File: config.mk
export PLATFORM = sky130hd
export DESIGN_NAME = fan_tach_period_monitor
export DESIGN_NICKNAME = d
export VERILOG_FILES = /design/src/rtl/tach_input_filter.v /design/src/rtl/fan_tach_period_monitor.v
export VERILOG_INCLUDE_DIRS = /design/src /design/src/rtl
export SDC_FILE = /design/constraint.sdc
export NUM_CORES = 1
export LEC_CHECK = 0
export BUFFER_PORTS_ARGS = -buffer_cell sky130_fd_sc_hd__buf_2
export CORE_MARGIN = 2
export CORE_UTILIZATION = 40
export CTS_CLUSTER_DIAMETER = 80
export DETAILED_ROUTE_END_ITERATION = 8
export PLACE_DENSITY = 0.7
export SLEW_MARGIN = 20
export SYNTH_ARGS = -nofsm -noshare
export SYNTH_HDL_FRONTEND = slang
export SYNTH_SLANG_ARGS = --single-unit
File: constraint.sdc
create_clock -name mclk -period 4.1 [get_ports mclk]
set_clock_uncertainty 0.2 [all_clocks]
set_input_delay 1.025 -clock mclk [delete_from_list [all_inputs] [get_ports mclk]]
set_output_delay 1.025 -clock mclk [all_outputs]
set_load 0.02 [all_outputs]
File: src/rtl/tach_monitor_map.vh
// Register offsets, field positions, reset values and timing counts
// for the fan tachometer period monitor.
// Included by the monitor modules; holds definitions only.
`ifndef TACH_MONITOR_MAP_VH
`define TACH_MONITOR_MAP_VH

// APB byte offsets, one aligned word per register
`define THRESHOLD_OFFSET 12'h000
`define PERIOD_OFFSET 12'h004
`define CTRL_OFFSET 12'h008

// Control/status field positions
`define CLK_SEL_HI 6
`define CLK_SEL_LO 5
`define FILTER_OFF_BIT 4
`define IRQ_EN_BIT 3
`define OVERFLOW_BIT 2
`define OVER_THR_BIT 1
`define READY_BIT 0

// Reset values
`define THRESHOLD_RESET 8'hFF
`define PERIOD_RESET 8'h00
`define CLK_SEL_RESET 2'h1

// Timing: system clock 200 MHz, figures in their own units
`define MCLK_HZ 200000000
`define COUNT_BASE_HZ 16000
`define FILTER_CLK_HZ 32000
`define FILTER_MIN_US 750
// Cycles of the 16 KHz base tick (rounded down)
`define BASE_TICK_CYCLES (`MCLK_HZ / `COUNT_BASE_HZ)
// Cycles of the 32 KHz filter tick (rounded down)
`define FILTER_TICK_CYCLES (`MCLK_HZ / `FILTER_CLK_HZ)
// Filter ticks a pulse must stand, 750 us at 32 KHz, rounded up
`define FILTER_TICKS ((`FILTER_MIN_US * `FILTER_CLK_HZ + 999999) / 1000000)

`endif

File: src/rtl/tach_input_filter.v
// Tachometer input filter: a level must stand a whole debounce time
// before it passes. Assumes its input is already synchronised to mclk.
`timescale 1ns/10ps
`include "tach_monitor_map.vh"

module tach_input_filter #(
    parameter TICK_CYCLES = `FILTER_TICK_CYCLES,
    parameter STABLE_TICKS = `FILTER_TICKS
)
(
    input wire mclk,
    input wire rst,
    input wire ce,
    input wire clr,
    input wire raw,
    output reg filtered
);

reg [15:0] tick_cnt_reg;
reg [7:0] stable_cnt_reg;
wire tick;

assign tick = (tick_cnt_reg == TICK_CYCLES - 1);

// 32 KHz sampling tick; a differing level must persist for
// STABLE_TICKS samples, so any shorter pulse is dropped
always @(posedge mclk or posedge rst)
begin
    if (rst)
    begin
        tick_cnt_reg <= 16'h0000;
        stable_cnt_reg <= 8'h00;
        filtered <= 1'b0;
    end
    else if (ce)
    begin
        tick_cnt_reg <= tick ? 16'h0000 : tick_cnt_reg + 16'h0001;
        if (clr)
        begin
            stable_cnt_reg <= 8'h00;
            filtered <= raw;    // Follow the line while idle
        end
        else if (raw == filtered)
            stable_cnt_reg <= 8'h00;
        else if (tick)
        begin
            if (stable_cnt_reg == STABLE_TICKS - 1)
            begin
                filtered <= raw;
                stable_cnt_reg <= 8'h00;
            end
            else
                stable_cnt_reg <= stable_cnt_reg + 8'h01;
        end
    end
end

endmodule // tach_input_filter

File: src/rtl/fan_tach_period_monitor.v
// Fan tachometer period monitor with an APB register slave.
// Assumes one 200 MHz clock, tach_pulse_in and monitor_en from pins or
// another domain, and an APB master on mclk.
//
// Functional notes
// [RULE1] Threshold register is 8-bit read/write, resets to all ones.
// [RULE2] Count above threshold raises interrupt when interrupts enabled.
// [RULE3] Software should not change threshold while monitor enabled.
// [RULE4] Read-only 8-bit speed register holds latest pulse gap count.
// [RULE5] Speed register clears on reset, monitor disable, overflow set.
// [RULE6] Bits 6-5 select counter clock 16, 8, 4, 2 KHz; resets 01.
// [RULE7] Software keeps clock select unchanged while monitor enabled.
// [RULE8] Bit 4 set bypasses the input filter; reset zero applies it.
// [RULE9] Software should not toggle filter bypass while enabled.
// [RULE10] Bit 3 enables interrupt on over-threshold or overflow flag.
// [RULE11] Bit 2 overflow sets when counter passes FFh; write one clears.
// [RULE12] Bit 1 sets when loaded count exceeds threshold; write one clears.
// [RULE13] Bit 0 ready sets each rising edge after first, if not over.
// [RULE14] Ready clears on speed register read or overflow set.
// [RULE15] Qualifying edge copies counter to speed register, restarts count.
// [RULE16] No speed update while over-threshold; resume after clear and read.
// [RULE17] Input filter uses 32 KHz and rejects pulses under 750 us.
// [RULE18] Counter runs only when enabled with no overflow pending.
// [RULE19] Monitor enable is an input; low holds counter, restarts edges.
//
// The register addresses and register access over APB were chosen for this implementation.
`timescale 1ns/10ps
`include "tach_monitor_map.vh"

module fan_tach_period_monitor #(
    parameter BASE_TICK_CYCLES = `BASE_TICK_CYCLES,
    parameter FILTER_TICK_CYCLES = `FILTER_TICK_CYCLES
)
(
    input wire mclk,
    input wire rst,
    input wire ce,
    input wire psel,
    input wire penable,
    input wire pwrite,
    input wire [11:0] paddr,
    input wire [31:0] pwdata,
    output reg [31:0] prdata,
    output reg pready,
    output reg pslverr,
    input wire tach_pulse_in,
    input wire monitor_en,
    output reg irq
);

// Register state
reg [7:0] tach_threshold_reg;
reg [7:0] tach_period_reading_reg;
reg [7:0] pulse_gap_count_reg;
reg [1:0] clk_sel_reg;
reg filter_off_reg;
reg irq_en_reg;
reg overflow_reg;
reg over_thr_reg;
reg ready_reg;
reg read_since_clear_reg;   // Speed read seen after over-threshold clear
reg seen_first_reg;         // First edge after activation already seen
reg tach_prev_reg;
reg [15:0] base_cnt_reg;
reg [2:0] div_cnt_reg;

// Two-flop synchronisers for pin-side inputs
reg tach_meta_reg;
reg tach_sync_reg;
reg en_meta_reg;
reg en_sync_reg;

wire tach_filtered;
wire tach_level;
wire rise;
wire base_tick;
wire count_tick;
wire setup_ok;
wire wr_en;
wire rd_en;
wire [7:0] ctrl_view;
wire w1c_ovf;
wire w1c_thr;
wire thr_wr;
wire period_rd;
wire load_ok;
wire ovf_event;
wire thr_event;

// Address match helper, used by both read and write decode
function addr_is;
    input [11:0] addr;
    input [11:0] offset;
    begin
        addr_is = (addr == offset);
    end
endfunction

// Synchronise the tach line and the enable from outside
always @(posedge mclk or posedge rst)
begin
    if (rst)
    begin
        tach_meta_reg <= 1'b0;
        tach_sync_reg <= 1'b0;
        en_meta_reg <= 1'b0;
        en_sync_reg <= 1'b0;
    end
    else if (ce)
    begin
        tach_meta_reg <= tach_pulse_in;
        tach_sync_reg <= tach_meta_reg;
        en_meta_reg <= monitor_en;
        en_sync_reg <= en_meta_reg;
    end
end

// [RULE17] 32 KHz glitch filter
tach_input_filter #(
    .TICK_CYCLES(FILTER_TICK_CYCLES)
) u_filter (
    .mclk(mclk),
    .rst(rst),
    .ce(ce),
    .clr(~en_sync_reg),
    .raw(tach_sync_reg),
    .filtered(tach_filtered)
);

// [RULE8] Filter bypass select
assign tach_level = filter_off_reg ? tach_sync_reg : tach_filtered;
assign rise = tach_level & ~tach_prev_reg & en_sync_reg;

// [RULE6] 16 KHz base tick divided by 1, 2, 4 or 8
assign base_tick = (base_cnt_reg == BASE_TICK_CYCLES - 1);
assign count_tick = base_tick &
    ((clk_sel_reg == 2'h0) ? 1'b1 :
     (clk_sel_reg == 2'h1) ? (div_cnt_reg[0] == 1'b1) :
     (clk_sel_reg == 2'h2) ? (div_cnt_reg[1:0] == 2'h3) :
     (div_cnt_reg == 3'h7));

// APB decode: one access phase, answered after one wait cycle
assign setup_ok = psel & penable & ~pready;
assign wr_en = setup_ok & pwrite;
assign rd_en = setup_ok & ~pwrite;
assign thr_wr = wr_en & addr_is(paddr, `THRESHOLD_OFFSET);
assign period_rd = rd_en & addr_is(paddr, `PERIOD_OFFSET);
assign w1c_ovf = wr_en & addr_is(paddr, `CTRL_OFFSET) &
    pwdata[`OVERFLOW_BIT];
assign w1c_thr = wr_en & addr_is(paddr, `CTRL_OFFSET) &
    pwdata[`OVER_THR_BIT];

assign ctrl_view = {1'b0, clk_sel_reg, filter_off_reg, irq_en_reg,
    overflow_reg, over_thr_reg, ready_reg};

// [RULE16] Loads blocked while over-threshold or awaiting the read
assign load_ok = ~over_thr_reg & read_since_clear_reg;
// [RULE11] Counter passing FFh
assign ovf_event = en_sync_reg & ~overflow_reg & count_tick &
    (pulse_gap_count_reg == 8'hFF) & ~(rise & seen_first_reg);
// [RULE12] Loaded count above threshold
assign thr_event = rise & seen_first_reg & load_ok & ~overflow_reg &
    (pulse_gap_count_reg > tach_threshold_reg);

// Clock dividers
always @(posedge mclk or posedge rst)
begin
    if (rst)
    begin
        base_cnt_reg <= 16'h0000;
        div_cnt_reg <= 3'h0;
    end
    else if (ce)
    begin
        if (base_tick)
        begin
            base_cnt_reg <= 16'h0000;
            div_cnt_reg <= div_cnt_reg + 3'h1;
        end
        else
            base_cnt_reg <= base_cnt_reg + 16'h0001;
    end
end

// Configuration registers
always @(posedge mclk or posedge rst)
begin
    if (rst)
    begin
        // [RULE1] Threshold resets to all ones
        tach_threshold_reg <= `THRESHOLD_RESET;
        clk_sel_reg <= `CLK_SEL_RESET;
        filter_off_reg <= 1'b0;
        irq_en_reg <= 1'b0;
    end
    else if (ce)
    begin
        if (thr_wr)
            tach_threshold_reg <= pwdata[7:0];
        if (wr_en && addr_is(paddr, `CTRL_OFFSET))
        begin
            // [RULE6] Clock select written by software
            clk_sel_reg <= pwdata[`CLK_SEL_HI:`CLK_SEL_LO];
            // [RULE8] Filter bypass bit
            filter_off_reg <= pwdata[`FILTER_OFF_BIT];
            // [RULE10] Interrupt gate bit
            irq_en_reg <= pwdata[`IRQ_EN_BIT];
        end
    end
end

// Measurement core: counter, speed register and status flags
always @(posedge mclk or posedge rst)
begin
    if (rst)
    begin
        pulse_gap_count_reg <= 8'h00;
        tach_period_reading_reg <= `PERIOD_RESET;
        overflow_reg <= 1'b0;
        over_thr_reg <= 1'b0;
        ready_reg <= 1'b0;
        read_since_clear_reg <= 1'b1;
        seen_first_reg <= 1'b0;
        tach_prev_reg <= 1'b0;
    end
    else if (ce)
    begin
        tach_prev_reg <= tach_level;
        if (!en_sync_reg)
        begin
            // [RULE19] Disabled: hold count at zero, forget edges
            pulse_gap_count_reg <= 8'h00;
            // [RULE5] Speed register cleared while disabled
            tach_period_reading_reg <= 8'h00;
            seen_first_reg <= 1'b0;
            ready_reg <= period_rd ? 1'b0 : ready_reg;
        end
        else if (ovf_event)
        begin
            // [RULE5] Overflow clears the speed reading
            tach_period_reading_reg <= 8'h00;
            pulse_gap_count_reg <= 8'h00;
            // [RULE14] Overflow drops ready
            ready_reg <= 1'b0;
        end
        else if (rise && !overflow_reg)
        begin
            seen_first_reg <= 1'b1;
            if (seen_first_reg && load_ok)
            begin
                // [RULE15] Capture gap and restart counting
                tach_period_reading_reg <= pulse_gap_count_reg;
                pulse_gap_count_reg <= 8'h00;
                // [RULE13] New reading ready
                ready_reg <= 1'b1;
            end
            else
            begin
                pulse_gap_count_reg <= 8'h00;
                ready_reg <= period_rd ? 1'b0 : ready_reg;
            end
        end
        else
        begin
            // [RULE18] Count only while enabled and no overflow pending
            if (count_tick && !overflow_reg)
                pulse_gap_count_reg <= pulse_gap_count_reg + 8'h01;
            // [RULE14] Speed register read clears ready
            if (period_rd)
                ready_reg <= 1'b0;
        end

        // [RULE11] Set beats write-one-clear in the same cycle
        if (ovf_event)
            overflow_reg <= 1'b1;
        else if (w1c_ovf)
            overflow_reg <= 1'b0;

        // [RULE12] Set beats write-one-clear in the same cycle
        if (thr_event)
            over_thr_reg <= 1'b1;
        else if (w1c_thr)
            over_thr_reg <= 1'b0;

        // [RULE16] After the clear, wait for a speed read
        if (thr_event)
            read_since_clear_reg <= 1'b0;
        else if (period_rd && !over_thr_reg)
            read_since_clear_reg <= 1'b1;
    end
end

// APB response: one wait cycle, read data and error registered
always @(posedge mclk or posedge rst)
begin
    if (rst)
    begin
        prdata <= 32'h00000000;
        pready <= 1'b0;
        pslverr <= 1'b0;
    end
    else if (ce)
    begin
        pready <= setup_ok;
        pslverr <= 1'b0;
        prdata <= 32'h00000000;
        if (setup_ok)
        begin
            if (addr_is(paddr, `THRESHOLD_OFFSET))
                prdata <= {24'h000000, tach_threshold_reg};
            // [RULE4] Speed reading is read-only
            else if (addr_is(paddr, `PERIOD_OFFSET))
                prdata <= {24'h000000, tach_period_reading_reg};
            else if (addr_is(paddr, `CTRL_OFFSET))
                prdata <= {24'h000000, ctrl_view};
            else
                pslverr <= 1'b1;    // Unmapped address
            // Writes return zero data; only reads carry a value
            if (pwrite)
                prdata <= 32'h00000000;
        end
    end
end

// Interrupt output, registered for a clean level
always @(posedge mclk or posedge rst)
begin
    if (rst)
        irq <= 1'b0;
    else if (ce)
        // [RULE2] [RULE10] Gated by the enable bit
        irq <= irq_en_reg & (over_thr_reg | overflow_reg);
end

endmodule // fan_tach_period_monitor

---- Word-level counts from Yosys, hierarchy flattened ----
Index checks and enable logic that the tools add are counted.
word-level totals
  bits of input ports ..................... 52
  register bits ........................... 117
  logic and storage cells ................. 148
cells by class
  bitwise operators ....................... 29
  magnitude comparators ................... 1
  reduce and logical (&&, ||, !) cells .... 23
  add/sub/neg operators ................... 5
  muxes and demuxes ....................... 45
  equal/unequal tests ..................... 20
operators by type and width
  cell                                                   count
  2-to-1 mux 8 bit                                       14
  2-to-1 mux 32 bit                                      2
  adder 16 x 1 -> 16 bit, second input constant          2
  2-to-1 mux 16 bit                                      2
  2-to-1 mux 1 bit                                       26
  AND 1 bit                                              22
  adder 8 x 1 -> 8 bit, second input constant            2
  equality test 16 x 13 -> 1 bit, second input constant  1
  equality test 16 x 14 -> 1 bit, second input constant  1
  AND reduction 2 bit                                    8
  equality test 12 x 3 -> 1 bit, second input constant   1
  equality test 12 x 4 -> 1 bit, second input constant   1
  logical NOT 12 bit                                     1
  inequality test 3 x 1 -> 1 bit, second input constant  3
  equality test 8 x 5 -> 1 bit, second input constant    1
  equality test 8 bit, second input constant             1
  greater-than comparator 8 bit                          1
  2-to-1 mux 7 bit                                       1
  inequality test 2 x 1 -> 1 bit, second input constant  3
  inverter 1 bit                                         6
  AND reduction 3 bit                                    2
  nonzero test 2 bit                                     3
  logical AND 1 bit                                      5
  equality test 2 bit, second input constant             2
  10 further kinds                                       12

---- Logic depth before layout (Yosys ltp) ----
  word-level depth ........................ 10
  gate-level depth with buffers ........... 8

---- Modules after synthesis ----
From an unflattened synthesis, not the netlist that was laid out.
unflattened totals
  cell total of the unflattened synthesis .. 499
  area total of the unflattened synthesis .. 5,011.1 um^2
modules (own cells, without submodules)
  module                   cells each  area each (um^2)  times used  sequential area each (um^2)
  fan_tach_period_monitor  369         3,692.3           1           1,714.1
  tach_input_filter        130         1,318.8           1           625.6

---- Least setup slack after synthesis ----
OpenSTA, ideal clock, no wires.
  path type ............................... input-to-reg
  start point ............................. input paddr[5]
  end point ............................... register tach_threshold_reg[0]
  stages .................................. 6
  slack ................................... 1.181 ns
  path buffers ............................ 1
  data arrival time ....................... 2.637 ns
  cells stage by stage .................... nor4_1 nand3_1 or3_1 clkbuf_1 nor2_2 mux2_2
between the ends
  word-level cells in the longest chain between the ends .. 3
ends and longest elaborated chain
  item                                  RTL line                       text
  start, declared                       fan_tach_period_monitor.v:41   input wire [11:0] paddr,
  logical NOT 12 bit                    fan_tach_period_monitor.v:95   addr_is = (addr == offset);
  AND 1 bit                             fan_tach_period_monitor.v:146  assign thr_wr = wr_en & addr_is(paddr, `THRESHOLD_OFFSET);
  AND reduction 2 bit (no source line)  --
  end signal, assigned                  fan_tach_period_monitor.v:191  tach_threshold_reg <= `THRESHOLD_RESET;
  end signal, assigned                  fan_tach_period_monitor.v:199  tach_threshold_reg <= pwdata[7:0];
  end, declared                         fan_tach_period_monitor.v:52   reg [7:0] tach_threshold_reg;
No other way between the ends.
A chain may end at the register's enable or synchronous reset.

---- Worst setup path in the final report ----
  start point ............................. input paddr[9]
  end point ............................... register tach_threshold_reg[1]
Same word-level chain as after synthesis.

==> metrics.txt <==
Netlist cell types 58; vias in the first global route 3,750; clock slew at reported path FFs 70 ps; CP Max Fanout 9; nets@finish 594; relative slew slack 0.2790; DP HPWL 7.443 mm; outcome complete, no violations; DRC 0; I/O Pins 87; Hold Crit Class flop to flop; top-area cell type share of the netlist area 0.4221; area leader, netlist dfrtp_1; via/cell ratio 5.539; mean post-synth cell area 10.08 sq um; Critical Path AT 3050 ps; final hold violations 0; initial antenna violation count 0; final setup margin 1117 ps; Clock power frac 0.349; slowest stage delay, CP 540 ps; CTS tree done; Syn. warnings 0; htree depth 3; Reg power frac 0.487; dpl cells 663; FMAX 335.3 MHz; CTS max path bufs 2; Area contributors post-synth dfrtp_1 42%, dfstp_2 5.3%, mux2_2 4.8%, ha_1 3.8%, buf_4 3.7%; final setup fails 0; hold slack 280.5 ps; period utilization 0.7275; Sw Share 0.2944; post-synthesis register bit count 93; CP Class input port to flop; CTS Hold Buffers Added 0; Mapped Cells 488; combinational fraction of design power 0.163; worst path bufs/invs 1; Congestion Overflow GR 0; Clock Latency Late Sink 340 ps; CTS-repair resized insts 0; total of max-cap violations 0; Layout Cells excl Fill 679; Initial DRT Pass Iterations 4; starting density of the core 0.4097; post-place setup slack 784.2 ps; Final Wtd Congestion 0.8532; NetSw 680.3 uW; area grow syn2layout 11.57%; ys flop type dfrtp_1; Setup crit start kind input port; IO buf count 38; CP max stage cell or3_1; CP Capture Type flop; Internal Pwr Total 1630 uW; Post-synth EDFFs 0; die area 13,210 sq um; total track usage 0.1688; Netlist Area Pre-Place 4921 sq um; Post-CTS Setup Repair Bufs 0; Pleak 0.002481 uW; layout cells sized above 1 0.1880; Avg WL per Cell 15.19 um; Core ar. 12,010 sq um; Iter 0 DRT Violations 220; Crit path max-delay family simple AND/OR/NAND/NOR gates; Post-synth ARST share 1.000; first-pass GRT wire length 17.92 mm; post-route ant nets 0; total number of vias 3,761; RSZ-0062 raised after global routing false; minimum clock period after layout 2983 ps; worst-path cell chain buf_2 -> nor4_1 -> nand3_1 -> or3_1 -> nor2_2 -> mux2_2; Final Max Tran Viols 0; pin count of the biggest net entering global routing 50; Antenna Cells 0; floorplan row count 40; CP required 4170 ps; Filler cells 1,101; Die X 114.9 um; Seq/Total Area, Yosys 0.4755; Num CTS Buffers 9; final setup TNS 0 ps; Total Wirelength 10.31 mm; pwr/cell area 420.9 nW/um^2; # clock sinks 93; worst slew pin tran 1079 ps; Max VDD drop 0.0002615 V; chip height 114.9 um; Root Buffer clkbuf_16
cell usage after synthesis, drive strengths merged (11+ instances only):
cell type  instances
nand4             11
buf               25
nand2             43
nand3             22
o21ai             16
nor2              37
ha                15
dfrtp             83
clkbuf            12
xor2              14
xnor2             17
mux2              21
inv               27
a21oi             17
final timing paths:
| kind | end | cells after the start | slack (ps) | startpoint |
|---|---|---|---|---|
| max | tach_threshold_reg[1] | 6 | 1120 | paddr[9] |
| min | base_cnt_reg[15] | 1 | 280 | base_cnt_reg[15] |
| min reg2reg | base_cnt_reg[15] | 1 | 280 | base_cnt_reg[15] |
| max reg2reg | tach_period_reading_reg[4] | 6 | 1210 | base_cnt_reg[0] |
| min in group asynchronous | pslverr | 2 | 600 | rst |
| max in group asynchronous | read_since_clear_reg | 3 | 2350 | rst |
metal layers:
layer | share of wire | wire [um] | vias to the layer above | global-route usage
li1 | - | - | 1774 | -
met1 | 0.45 | 4612 | 1880 | 0.2263
met2 | 0.49 | 5095 | 90 | 0.2776
met3 | 0.042 | 438 | 17 | 0.02899
met4 | 0.016 | 167 | 0 | 0.05863
met5 | 0 | 0 | - | 0
per-stage QoR:
stage / util / power [uW] / instance area, sq um
2_1_floorplan: - / 1425 / 5007
3_3_place_gp: 0.4325 / 1498 / 5195
3_5_place_dp: 0.4325 / 1518 / 5195
4_1_cts: 0.4571 / 2328 / 5490
5_1_grt: 0.4571 / 2433 / 5490
6_report: 0.4571 / 2311 / 5490
placed cells by master (no fill, tap or decap), types with 9 or more instances in the layout:
master,n
dfrtp_1,83
nand2_1,43
buf_2,38
nor2_1,36
inv_1,26
conb_1,24
nand3_1,22
mux2_2,21
a21oi_1,17
xnor2_1,17
ha_1,15
xor2_1,14
o21ai_0,14
nand4_1,11
o2bb2ai_1,10
dfstp_2,10
nor2b_1,9
and3_1,9
nor3_1,9
clkbuf_16,9
power by group through the flow:
stage | sequential (uW) | clock (uW) | combinational (uW)
floorplan | 1110 | 0 | 314
global placement | 1140 | 0 | 362
detailed placement | 1140 | 0 | 377
CTS | 1120 | 824 | 381
global route | 1140 | 859 | 430
finish | 1130 | 807 | 378
layout make-up:
type / instances / area [sq um] / area share
Inverter: 28 / 106.4 / 0.01937
Timing Repair Buffer: 42 / 232.7 / 0.04239
Clock inverter: 5 / 42.54 / 0.007748
Multi-Input combinational cell: 353 / 2332 / 0.4248
Tap cell: 147 / 183.9 / 0.03350
Clock buffer: 11 / 252.7 / 0.04603
Sequential cell: 93 / 2340 / 0.4262
logic make-up after synthesis:
| group | share of synthesized area |
|---|---|
| and+or+nand+nor | 0.1869 |
| DFF | 0.4755 |
| AOI/OAI and AO/OA | 0.1233 |
| buffers and inverters | 0.06814 |
| xor gates and xnor gates | 0.05517 |
| muxes | 0.05212 |
| adders and majority gates | 0.03814 |
| other | 0.0007620 |
Power figures use the tool's default switching activity.
